<file path="config.mk">
export PLATFORM = sky130hd
export DESIGN_NAME = opst_timer
export DESIGN_NICKNAME = d
export VERILOG_FILES = /design/src/design/opst_pkg.sv /design/src/design/opst_srcgen.sv /design/src/design/opst_timer.sv
export SDC_FILE = /design/constraint.sdc
export NUM_CORES = 1
export LEC_CHECK = 0
export BUFFER_PORTS_ARGS = -buffer_cell sky130_fd_sc_hd__buf_2
export CELL_PAD_IN_SITES_DETAIL_PLACEMENT = 0
export CELL_PAD_IN_SITES_GLOBAL_PLACEMENT = 1
export CORE_MARGIN = 1
export CORE_UTILIZATION = 38
export CTS_CLUSTER_SIZE = 40
export DETAILED_ROUTE_END_ITERATION = 16
export MAX_ROUTING_LAYER = met4
export PLACE_DENSITY_LB_ADDON = 0.25
export SYNTH_ARGS = -nofsm -noshare
export SYNTH_HDL_FRONTEND = slang
export SYNTH_SLANG_ARGS = --single-unit
</file>
<file path="constraint.sdc">
create_clock -name clk -period 2.2 [get_ports clk]
set_clock_uncertainty 0.05 [all_clocks]
set_input_delay 0.33 -clock clk [delete_from_list [all_inputs] [get_ports clk]]
set_output_delay 0.33 -clock clk [all_outputs]
set_load 0.01 [all_outputs]
</file>
<file path="src/design/opst_pkg.sv">
package opst_pkg;

    // register byte offsets
    localparam logic [4:0] OFS_CTRL = 5'h00;
    localparam logic [4:0] OFS_OSCTRL = 5'h04;
    localparam logic [4:0] OFS_IOCTRL = 5'h08;
    localparam logic [4:0] OFS_PRESC = 5'h0c;
    localparam logic [4:0] OFS_PRIM = 5'h10;
    localparam logic [4:0] OFS_SEC = 5'h14;
    localparam logic [4:0] OFS_ROUTE = 5'h18;
    localparam logic [4:0] OFS_SRC = 5'h1c;

    // field positions
    localparam int CTRL_START = 0;
    localparam int CTRL_STATUS = 1;
    localparam int CTRL_FSTOP = 2;
    localparam int OS_START = 0;
    localparam int OS_STOP = 1;
    localparam int OS_FLAG = 2;
    localparam int IO_LEVEL = 0;
    localparam int IO_EDGE = 1;
    localparam int IO_TRIGEN = 2;
    localparam int ROUTE_SEL = 0;

    // reset values
    localparam logic [7:0] PRESC_RST = 8'hff;
    localparam logic [7:0] PRIM_RST = 8'hff;
    localparam logic [7:0] SEC_RST = 8'hff;

    // divider phases for the clock/8 count source
    localparam logic [2:0] F8_TICK = 3'h7;
    localparam logic [2:0] F8_MID = 3'h3;

    typedef enum logic [1:0] {
        SRC_F1 = 2'b00,
        SRC_F2 = 2'b01,
        SRC_F8 = 2'b10,
        SRC_COMP = 2'b11
    } opst_src_type;

    typedef enum logic [1:0] {
        PH_IDLE = 2'b00,
        PH_ARM = 2'b01,
        PH_RUN = 2'b10,
        PH_END = 2'b11
    } opst_phase_type;

    typedef struct packed {
        logic read;
        logic write;
        logic [4:0] address;
        logic [31:0] writedata;
        logic [3:0] byteenable;
    } opst_avs_req_type;

    typedef struct packed {
        logic start;
        logic level_sel;
        logic edge_sel;
        logic trig_en;
        logic route_sel;
        opst_src_type src;
        logic [7:0] pre_rld;
        logic [7:0] pri_rld;
        logic [7:0] sec;
        logic [7:0] pre_cnt;
        logic [7:0] pri_cnt;
        opst_phase_type phase;
        logic ack;
        logic [31:0] rdata;
        logic pin_s1;
        logic pin_s2;
        logic pin_s3;
        logic irq;
        logic out;
    } opst_state_type;

endpackage : opst_pkg

</file>
<file path="src/design/opst_srcgen.sv">
module opst_srcgen
    import opst_pkg::*;
(
    // clock and reset
    input wire logic clk,
    input wire logic rst_n,
    // source choice
    input wire opst_src_type src,
    input wire logic comp_uf,
    // count-source enables
    output logic tick,
    output logic mid,
    output logic no_half
);

    logic [2:0] div_reg;
    logic [2:0] div_next;

    assign div_next = div_reg + 3'h1;

    always_ff @(posedge clk or negedge rst_n) begin
        if (!rst_n) begin
            div_reg <= 3'h0;
        end else begin
            div_reg <= div_next;
        end
    end

    // f1 and companion underflow have no usable half phase
    always_comb begin
        tick = 1'b0;
        mid = 1'b0;
        no_half = 1'b0;
        unique case (src)
            SRC_F1: begin
                tick = 1'b1;
                mid = 1'b1;
                no_half = 1'b1;
            end
            SRC_F2: begin
                tick = div_reg[0];
                mid = !div_reg[0];
            end
            SRC_F8: begin
                tick = (div_reg == F8_TICK);
                mid = (div_reg == F8_MID);
            end
            SRC_COMP: begin
                tick = comp_uf;
                mid = comp_uf;
                no_half = 1'b1;
            end
        endcase
    end

endmodule : opst_srcgen

</file>
<file path="src/design/opst_timer.sv">
// Contract
// - one pulse on the output pin, started by software or the trigger pin
// - runs once per trigger for the primary period; secondary value unused
// - count source is clock, clock/2, clock/8 or companion underflow
// - counts down from the primary value while the pulse is active
// - underflow reloads both counters, then clears the active flag
// - any stop first reloads the counters from the reload values
// - pulse lasts (n+1)(m+1) count-source periods
// - counting starts only with count start set and a trigger
// - the one-shot ends once the reload after underflow is done
// - stop bit, count start cleared or forced stop end the pulse
// - interrupt raised at pulse end: half a source cycle after underflow on clock/2 and clock/8, at underflow on clock and companion underflow
// - trigger pin acts as trigger only when its enable bit is set
// - prescaler and primary reads return live counter values
// - writes while stopped load both reload value and counter
// - writes while counting load only the reload value
// - level select bit sets the active level of the pulse
// - routing bit steers the pulse to one of two port pins
// - active flag set within one or two source cycles of a trigger
// - triggers during an active one-shot are ignored
// - primary counter decrements on each prescaler underflow
module opst_timer
    import opst_pkg::*;
(
    // clock and reset
    input wire logic clk,
    input wire logic rst_n,
    // register bus
    input wire opst_avs_req_type avs_req,
    output logic [31:0] avs_readdata,
    output logic avs_waitrequest,
    // trigger pin and companion timer
    input wire logic ext_trigger_irq_pin,
    input wire logic comp_uf,
    // pulse pins
    output logic port_pin_alt_a,
    output logic port_pin_alt_a_oe,
    output logic port_pin_alt_b,
    output logic port_pin_alt_b_oe,
    // status
    output logic oneshot_active_flag,
    output logic timer_irq
);

    opst_state_type s_reg;
    opst_state_type s_next;
    logic tick;
    logic mid;
    logic no_half;
    logic [2:0] idx;
    logic wr;
    logic pin_edge;
    logic active;
    logic sw_trig;
    logic stop_evt;
    logic trig;
    logic uf_evt;
    logic end_evt;

    function automatic logic hit(input logic [2:0] a, input logic [4:0] ofs);
        hit = (a == ofs[4:2]);
    endfunction : hit

    opst_srcgen u_src (
        .clk(clk),
        .rst_n(rst_n),
        .src(s_reg.src),
        .comp_uf(comp_uf),
        .tick(tick),
        .mid(mid),
        .no_half(no_half)
    );

    assign idx = avs_req.address[4:2];
    assign wr = avs_req.write && s_reg.ack && avs_req.byteenable[0];
    assign active = s_reg.phase[1];
    // edge detect looks only at the second and third sync stages
    assign pin_edge = s_reg.edge_sel ? (s_reg.pin_s2 && !s_reg.pin_s3)
                                     : (!s_reg.pin_s2 && s_reg.pin_s3);
    assign sw_trig = wr && hit(idx, OFS_OSCTRL) && avs_req.writedata[OS_START];
    assign stop_evt = wr && ((hit(idx, OFS_OSCTRL) && avs_req.writedata[OS_STOP])
        || (hit(idx, OFS_CTRL) && (!avs_req.writedata[CTRL_START]
        || avs_req.writedata[CTRL_FSTOP])));
    assign trig = s_reg.start && (sw_trig || (s_reg.trig_en && pin_edge));
    assign uf_evt = (s_reg.phase == PH_RUN) && tick && !stop_evt
        && (s_reg.pre_cnt == 8'h00) && (s_reg.pri_cnt == 8'h00);
    assign end_evt = !stop_evt && ((uf_evt && no_half)
        || ((s_reg.phase == PH_END) && mid));

    always_comb begin
        s_next = s_reg;
        s_next.irq = 1'b0;
        s_next.pin_s1 = ext_trigger_irq_pin;
        s_next.pin_s2 = s_reg.pin_s1;
        s_next.pin_s3 = s_reg.pin_s2;
        // one wait state: the request is answered on its second cycle
        s_next.ack = (avs_req.read || avs_req.write) && !s_reg.ack;
        s_next.rdata = 32'h0;
        if (avs_req.read && !s_reg.ack) begin
            unique case (idx)
                OFS_CTRL[4:2]: begin
                    s_next.rdata[CTRL_START] = s_reg.start;
                    s_next.rdata[CTRL_STATUS] = s_reg.start;
                end
                OFS_OSCTRL[4:2]: s_next.rdata[OS_FLAG] = active;
                OFS_IOCTRL[4:2]: begin
                    s_next.rdata[IO_LEVEL] = s_reg.level_sel;
                    s_next.rdata[IO_EDGE] = s_reg.edge_sel;
                    s_next.rdata[IO_TRIGEN] = s_reg.trig_en;
                end
                OFS_PRESC[4:2]: s_next.rdata[7:0] = s_reg.pre_cnt;
                OFS_PRIM[4:2]: s_next.rdata[7:0] = s_reg.pri_cnt;
                OFS_SEC[4:2]: s_next.rdata[7:0] = s_reg.sec;
                OFS_ROUTE[4:2]: s_next.rdata[ROUTE_SEL] = s_reg.route_sel;
                OFS_SRC[4:2]: s_next.rdata[1:0] = s_reg.src;
            endcase
        end
        if (wr) begin
            if (hit(idx, OFS_CTRL)) begin
                // forced stop also drops count start
                s_next.start = avs_req.writedata[CTRL_START]
                    && !avs_req.writedata[CTRL_FSTOP];
            end
            if (hit(idx, OFS_IOCTRL)) begin
                s_next.level_sel = avs_req.writedata[IO_LEVEL];
                s_next.edge_sel = avs_req.writedata[IO_EDGE];
                s_next.trig_en = avs_req.writedata[IO_TRIGEN];
            end
            if (hit(idx, OFS_PRESC)) begin
                s_next.pre_rld = avs_req.writedata[7:0];
                if (!active) begin
                    s_next.pre_cnt = avs_req.writedata[7:0];
                end
            end
            if (hit(idx, OFS_PRIM)) begin
                s_next.pri_rld = avs_req.writedata[7:0];
                if (!active) begin
                    s_next.pri_cnt = avs_req.writedata[7:0];
                end
            end
            if (hit(idx, OFS_SEC)) begin
                s_next.sec = avs_req.writedata[7:0];
            end
            if (hit(idx, OFS_ROUTE)) begin
                s_next.route_sel = avs_req.writedata[ROUTE_SEL];
            end
            if (hit(idx, OFS_SRC)) begin
                s_next.src = opst_src_type'(avs_req.writedata[1:0]);
            end
        end
        unique case (s_reg.phase)
            PH_IDLE: begin
                if (trig) begin
                    s_next.phase = PH_ARM;
                end
            end
            PH_ARM: begin
                if (mid) begin
                    s_next.phase = PH_RUN;
                end
            end
            PH_RUN: begin
                if (tick) begin
                    if (s_reg.pre_cnt != 8'h00) begin
                        s_next.pre_cnt = s_reg.pre_cnt - 8'h01;
                    end else begin
                        s_next.pre_cnt = s_reg.pre_rld;
                        s_next.pri_cnt = s_reg.pri_cnt - 8'h01;
                    end
                    if (uf_evt) begin
                        s_next.pri_cnt = s_reg.pri_rld;
                        s_next.phase = no_half ? PH_IDLE : PH_END;
                    end
                end
            end
            PH_END: begin
                if (mid) begin
                    s_next.phase = PH_IDLE;
                end
            end
        endcase
        s_next.irq = end_evt;
        if (stop_evt) begin
            s_next.pre_cnt = s_reg.pre_rld;
            s_next.pri_cnt = s_reg.pri_rld;
            s_next.phase = PH_IDLE;
        end
        // the pin follows the flag directly, so it ends with the interrupt
        s_next.out = s_next.phase[1] ^ s_next.level_sel;
    end

    always_ff @(posedge clk or negedge rst_n) begin
        if (!rst_n) begin
            s_reg <= '{
                start: 1'b0, level_sel: 1'b0, edge_sel: 1'b0, trig_en: 1'b0,
                route_sel: 1'b0, src: SRC_F1, pre_rld: PRESC_RST,
                pri_rld: PRIM_RST, sec: SEC_RST, pre_cnt: PRESC_RST,
                pri_cnt: PRIM_RST, phase: PH_IDLE, ack: 1'b0, rdata: 32'h0,
                pin_s1: 1'b1, pin_s2: 1'b1, pin_s3: 1'b1, irq: 1'b0,
                out: 1'b0
            };
        end else begin
            s_reg <= s_next;
        end
    end

    assign avs_readdata = s_reg.rdata;
    assign avs_waitrequest = (avs_req.read || avs_req.write) && !s_reg.ack;
    assign port_pin_alt_a = s_reg.out;
    assign port_pin_alt_a_oe = !s_reg.route_sel;
    assign port_pin_alt_b = s_reg.out;
    assign port_pin_alt_b_oe = s_reg.route_sel;
    assign oneshot_active_flag = active;
    assign timer_irq = s_reg.irq;

    // checks; a zero prescaler and primary is never programmed by software
    a_stop_clears_flag: assert property (@(posedge clk) disable iff (!rst_n)
        stop_evt |=> !oneshot_active_flag && !timer_irq)
        else $error("one-shot still active after a stop");

    a_stop_reloads: assert property (@(posedge clk) disable iff (!rst_n)
        stop_evt |=> s_reg.pre_cnt == $past(s_reg.pre_rld)
            && s_reg.pri_cnt == $past(s_reg.pri_rld))
        else $error("counters not reloaded on stop");

    a_uf_reloads: assert property (@(posedge clk) disable iff (!rst_n)
        uf_evt |=> s_reg.pri_cnt == $past(s_reg.pri_rld)
            && s_reg.pre_cnt == $past(s_reg.pre_rld))
        else $error("counters not reloaded at underflow");

    a_irq_at_end: assert property (@(posedge clk) disable iff (!rst_n)
        timer_irq |-> !oneshot_active_flag && $past(oneshot_active_flag)
            && port_pin_alt_a == s_reg.level_sel)
        else $error("interrupt not at pulse end");

    a_idle_level: assert property (@(posedge clk) disable iff (!rst_n)
        !oneshot_active_flag && !$past(wr) |-> port_pin_alt_a == s_reg.level_sel)
        else $error("pin not at inactive level while idle");

    a_write_idle: assert property (@(posedge clk) disable iff (!rst_n)
        wr && hit(idx, OFS_PRIM) && !active && !trig
        |=> s_reg.pri_cnt == $past(avs_req.writedata[7:0]))
        else $error("stopped write missed the counter");

    a_write_busy: assert property (@(posedge clk) disable iff (!rst_n)
        wr && hit(idx, OFS_PRIM) && active && !tick
        |=> s_reg.pri_cnt == $past(s_reg.pri_cnt)
            && s_reg.pri_rld == $past(avs_req.writedata[7:0]))
        else $error("running write touched the counter");

    a_no_retrigger: assert property (@(posedge clk) disable iff (!rst_n)
        active && !stop_evt && !end_evt |=> active)
        else $error("active one-shot disturbed");

    a_flag_bound: assert property (@(posedge clk) disable iff (!rst_n)
        s_reg.phase == PH_IDLE && trig && s_reg.src != SRC_COMP
        |-> ##[1:16] (active || s_reg.phase == PH_IDLE))
        else $error("flag not set within two source cycles");

    a_need_start: assert property (@(posedge clk) disable iff (!rst_n)
        s_reg.phase == PH_IDLE && !s_reg.start |=> s_reg.phase == PH_IDLE)
        else $error("started without count start");

endmodule : opst_timer

</file>
==> results.toml <==
[global_route]
busiest_layer = "met2"
gr-usage-met2_pct = 29.6
grt_pass1_wl_mm = 16.1
track_usage_pct = 20.0
grt_start_max_net_pins = 25
globalRouteOverflowTotal = 0
grt_pass1_vias = 2963
gr-usage-met1_pct = 28.0
use_met3_pct = 2.33
grt_antenna_before_repair = 0

[power]
ir_worst_vdd_mv = 0.329
p_leak_nw = 2.02
p_per_area_nw_per_um2 = 992
power_w = 0.00464

[place]
post-place-ws_ps = 20.9
hpwl_mm = 7.23
place_area_um2 = 4350
gp_congestion = 0.821
io_buffers = 32

[detailed_routing]
drtIter0Drc = 115
vias_per_cell = 5.28
drtAntennaViolNets = 0
drc_errors = 0
vias = 3040
wl_mm = 9.91
first_pass_iters = 4
routedWlPerCell_um = 17.2

[synthesis]
async_flop_share_pct = 100
yosysWarnings = 0
ys_seq_area_share_pct = 43.3
ys_seq_elements = 66
synthDistinctLibCells = 62
synth_edf_count = 0
netlist_area_um2 = 3940
syn_inst = 377
ys.flop_type = "dfstp_2"
avgSynthCellArea_um2 = 10.4

[setup_path]
path_delay_family = "compound AO/OA/AOI/OAI gates"
required_ps = 2420
path_max_fanout = 12
path_buf_inv = 1
worst_ep_arrival_time_ps = 2330
crit_slowest_cell = "dfrtp_1"
path_cells = "ha_2 > ha_1 > a22o_4 > buf_4 > o21a_4 > a32oi_1 > o311ai_0 > a21oi_1"
crit_path_end_kind = "flip-flop"
crit_path_max_incr_delay_ps = 390
critPathLaunchType = "flip-flop"
crit_type = "flip-flop to flip-flop"

[clock_tree]
cts_buffers = 9
tritoncts = "built"
h-tree-depth = 3
clk_latency_ps = 350
clock_sinks = 66
cts_buffer_depth = 2
path_clk_slew_ps = 80
root_buffer = "clkbuf_8"

[sta]
slew_violations = 0
setup-violations-final = 0
slew_headroom_pct = 60.7
hold_viol = 0
rsz0062_at_grt = "true"
worst_pin_slew_ps = 589
min_period_ps = 2110
fmax_mhz = 474
post-route-period-util_pct = 95.9
fin_ws_ps = 91.2

[cells_and_area]
nets = 498
stdcell_area_um2 = 4670
antennaDiodeCount = 0
largest_register_ffs = 49
drive_above_1_share_pct = 42.9
final_common_cell = "dfstp_2"
layout_common_cells = "dfstp_2 (43), buf_4 (39), mux2_2 (32), buf_2 (32), nor2_1 (26)"
final_core_util_pct = 47.2
area_growth_pct = 18.8

[die]
die_area_um2 = 10800
ioPinCount = 86
core_area_um2 = 9910
num_rows = 36
dieHeight_um = 104
die_w_um = 104
start_util_pct = 39.7

[run_status]
outcome = "finished clean"

[hold_path]
hold_path.class = "input pin to flip-flop"

[job]
maxCapViolCount = 0
[final timing paths]
kind                                                  to  slack [ps]  cells after the start                       start
max reg2reg                          s_reg[53]$_DFF_PN1_          90                      8  u_src.div_reg[0]$_DFF_PN0_
min reg2reg                          s_next[2]$_DFF_PN1_         310                      0         s_next[3]$_DFF_PN1_
max                                  s_reg[53]$_DFF_PN1_          90                      8  u_src.div_reg[0]$_DFF_PN0_
min in group asynchronous  port_pin_alt_b_oe$_DFFE_PN0P_         470                      2                       rst_n
max in group asynchronous          s_reg[72]$_DFFE_PN1P_        1020                      3                       rst_n
min                                  s_next[3]$_DFF_PN1_          30                      1         ext_trigger_irq_pin
[kinds of logic (layout without fill, tap and decap cells)]
kind of cell / after synthesis / in the layout / synth area share [%]
simple gates: 93 / 93 / 13.3
compound gates: 87 / 87 / 15.7
buf+inv: 69 / 112 / 9.95
flops: 66 / 66 / 43.3
mux: 45 / 45 / 12.8
fa+ha+maj: 13 / 13 / 4.13
xor+xnor: 3 / 3 / 0.668
other cells: 1 / 24 / 0.0953
[timing repair]
action | in CTS | in global routing
pin swaps | 0 | 10
buffers inserted | 0 | 3
hold buffers | 1 | 0
resized for setup | 1 | 28
hold endpoints to repair | 14 | 0
endpoints found under the setup margin | 2 | 13
cloned | 0 | 0
[through the flow]
step                hold WS (ps)  TNS [ps]  cells
floorplan                  -15.6         0    400
global placement             297         0    556
detailed placement           301         0    556
CTS                         9.78         0    573
global route                4.69     -2.06    576
finish                      26.6         0    576
[synthesized netlist by cell type (5+ instances only)]
cell type  count  area share [%]
mux2i_1       12             3.1
nand2_1       17             1.6
a21oi_1       15             1.9
buf_4         33             6.3
a32oi_1        7             1.6
nor2_1        26             2.5
clkbuf_1       6            0.57
dfstp_2       43              29
buf_2          6            0.76
mux2_2        32             9.2
nor3_1         6            0.76
inv_1         21             2.0
a22o_1         5             1.1
a22oi_1        5            0.95
o311ai_0       5             1.1
nand2b_1       5            0.79
ha_1          13             4.1
o22ai_1        5            0.79
o21ai_0       16             2.0
nor3b_1        5            0.95
dfrtp_1       23              15
[cell type report]
class,instances,area [um2]
Fill cell,965,5240
Multi-Input combinational cell,265,2030
Sequential cell,66,1710
Timing Repair Buffer,75,514
Tap cell,133,166
Clock buffer,12,135
Inverter,21,78.8
Clock inverter,4,45.0
[worst reg2reg max path: stages, from the launching register on]
cell      delay (ps)
dfrtp_1          390
ha_2             190
ha_1             210
a22o_4           270
buf_4            150
o21a_4           240
a32oi_1          190
o311ai_0         150
a21oi_1          190
[metal layers]
layer / up-vias / wire length [um]
met5: - / 0
li1: 1451 / -
met2: 84 / 4510
met4: 0 / 153
met3: 12 / 449
met1: 1493 / 4810
[power by group]
group          total [W]  switching (W)  internal [W]
logic            0.00163       0.000839      0.000795
registers        0.00201       0.000320       0.00169
clock network   0.000991       0.000472      0.000520
(Power assumes the default switching activity.)
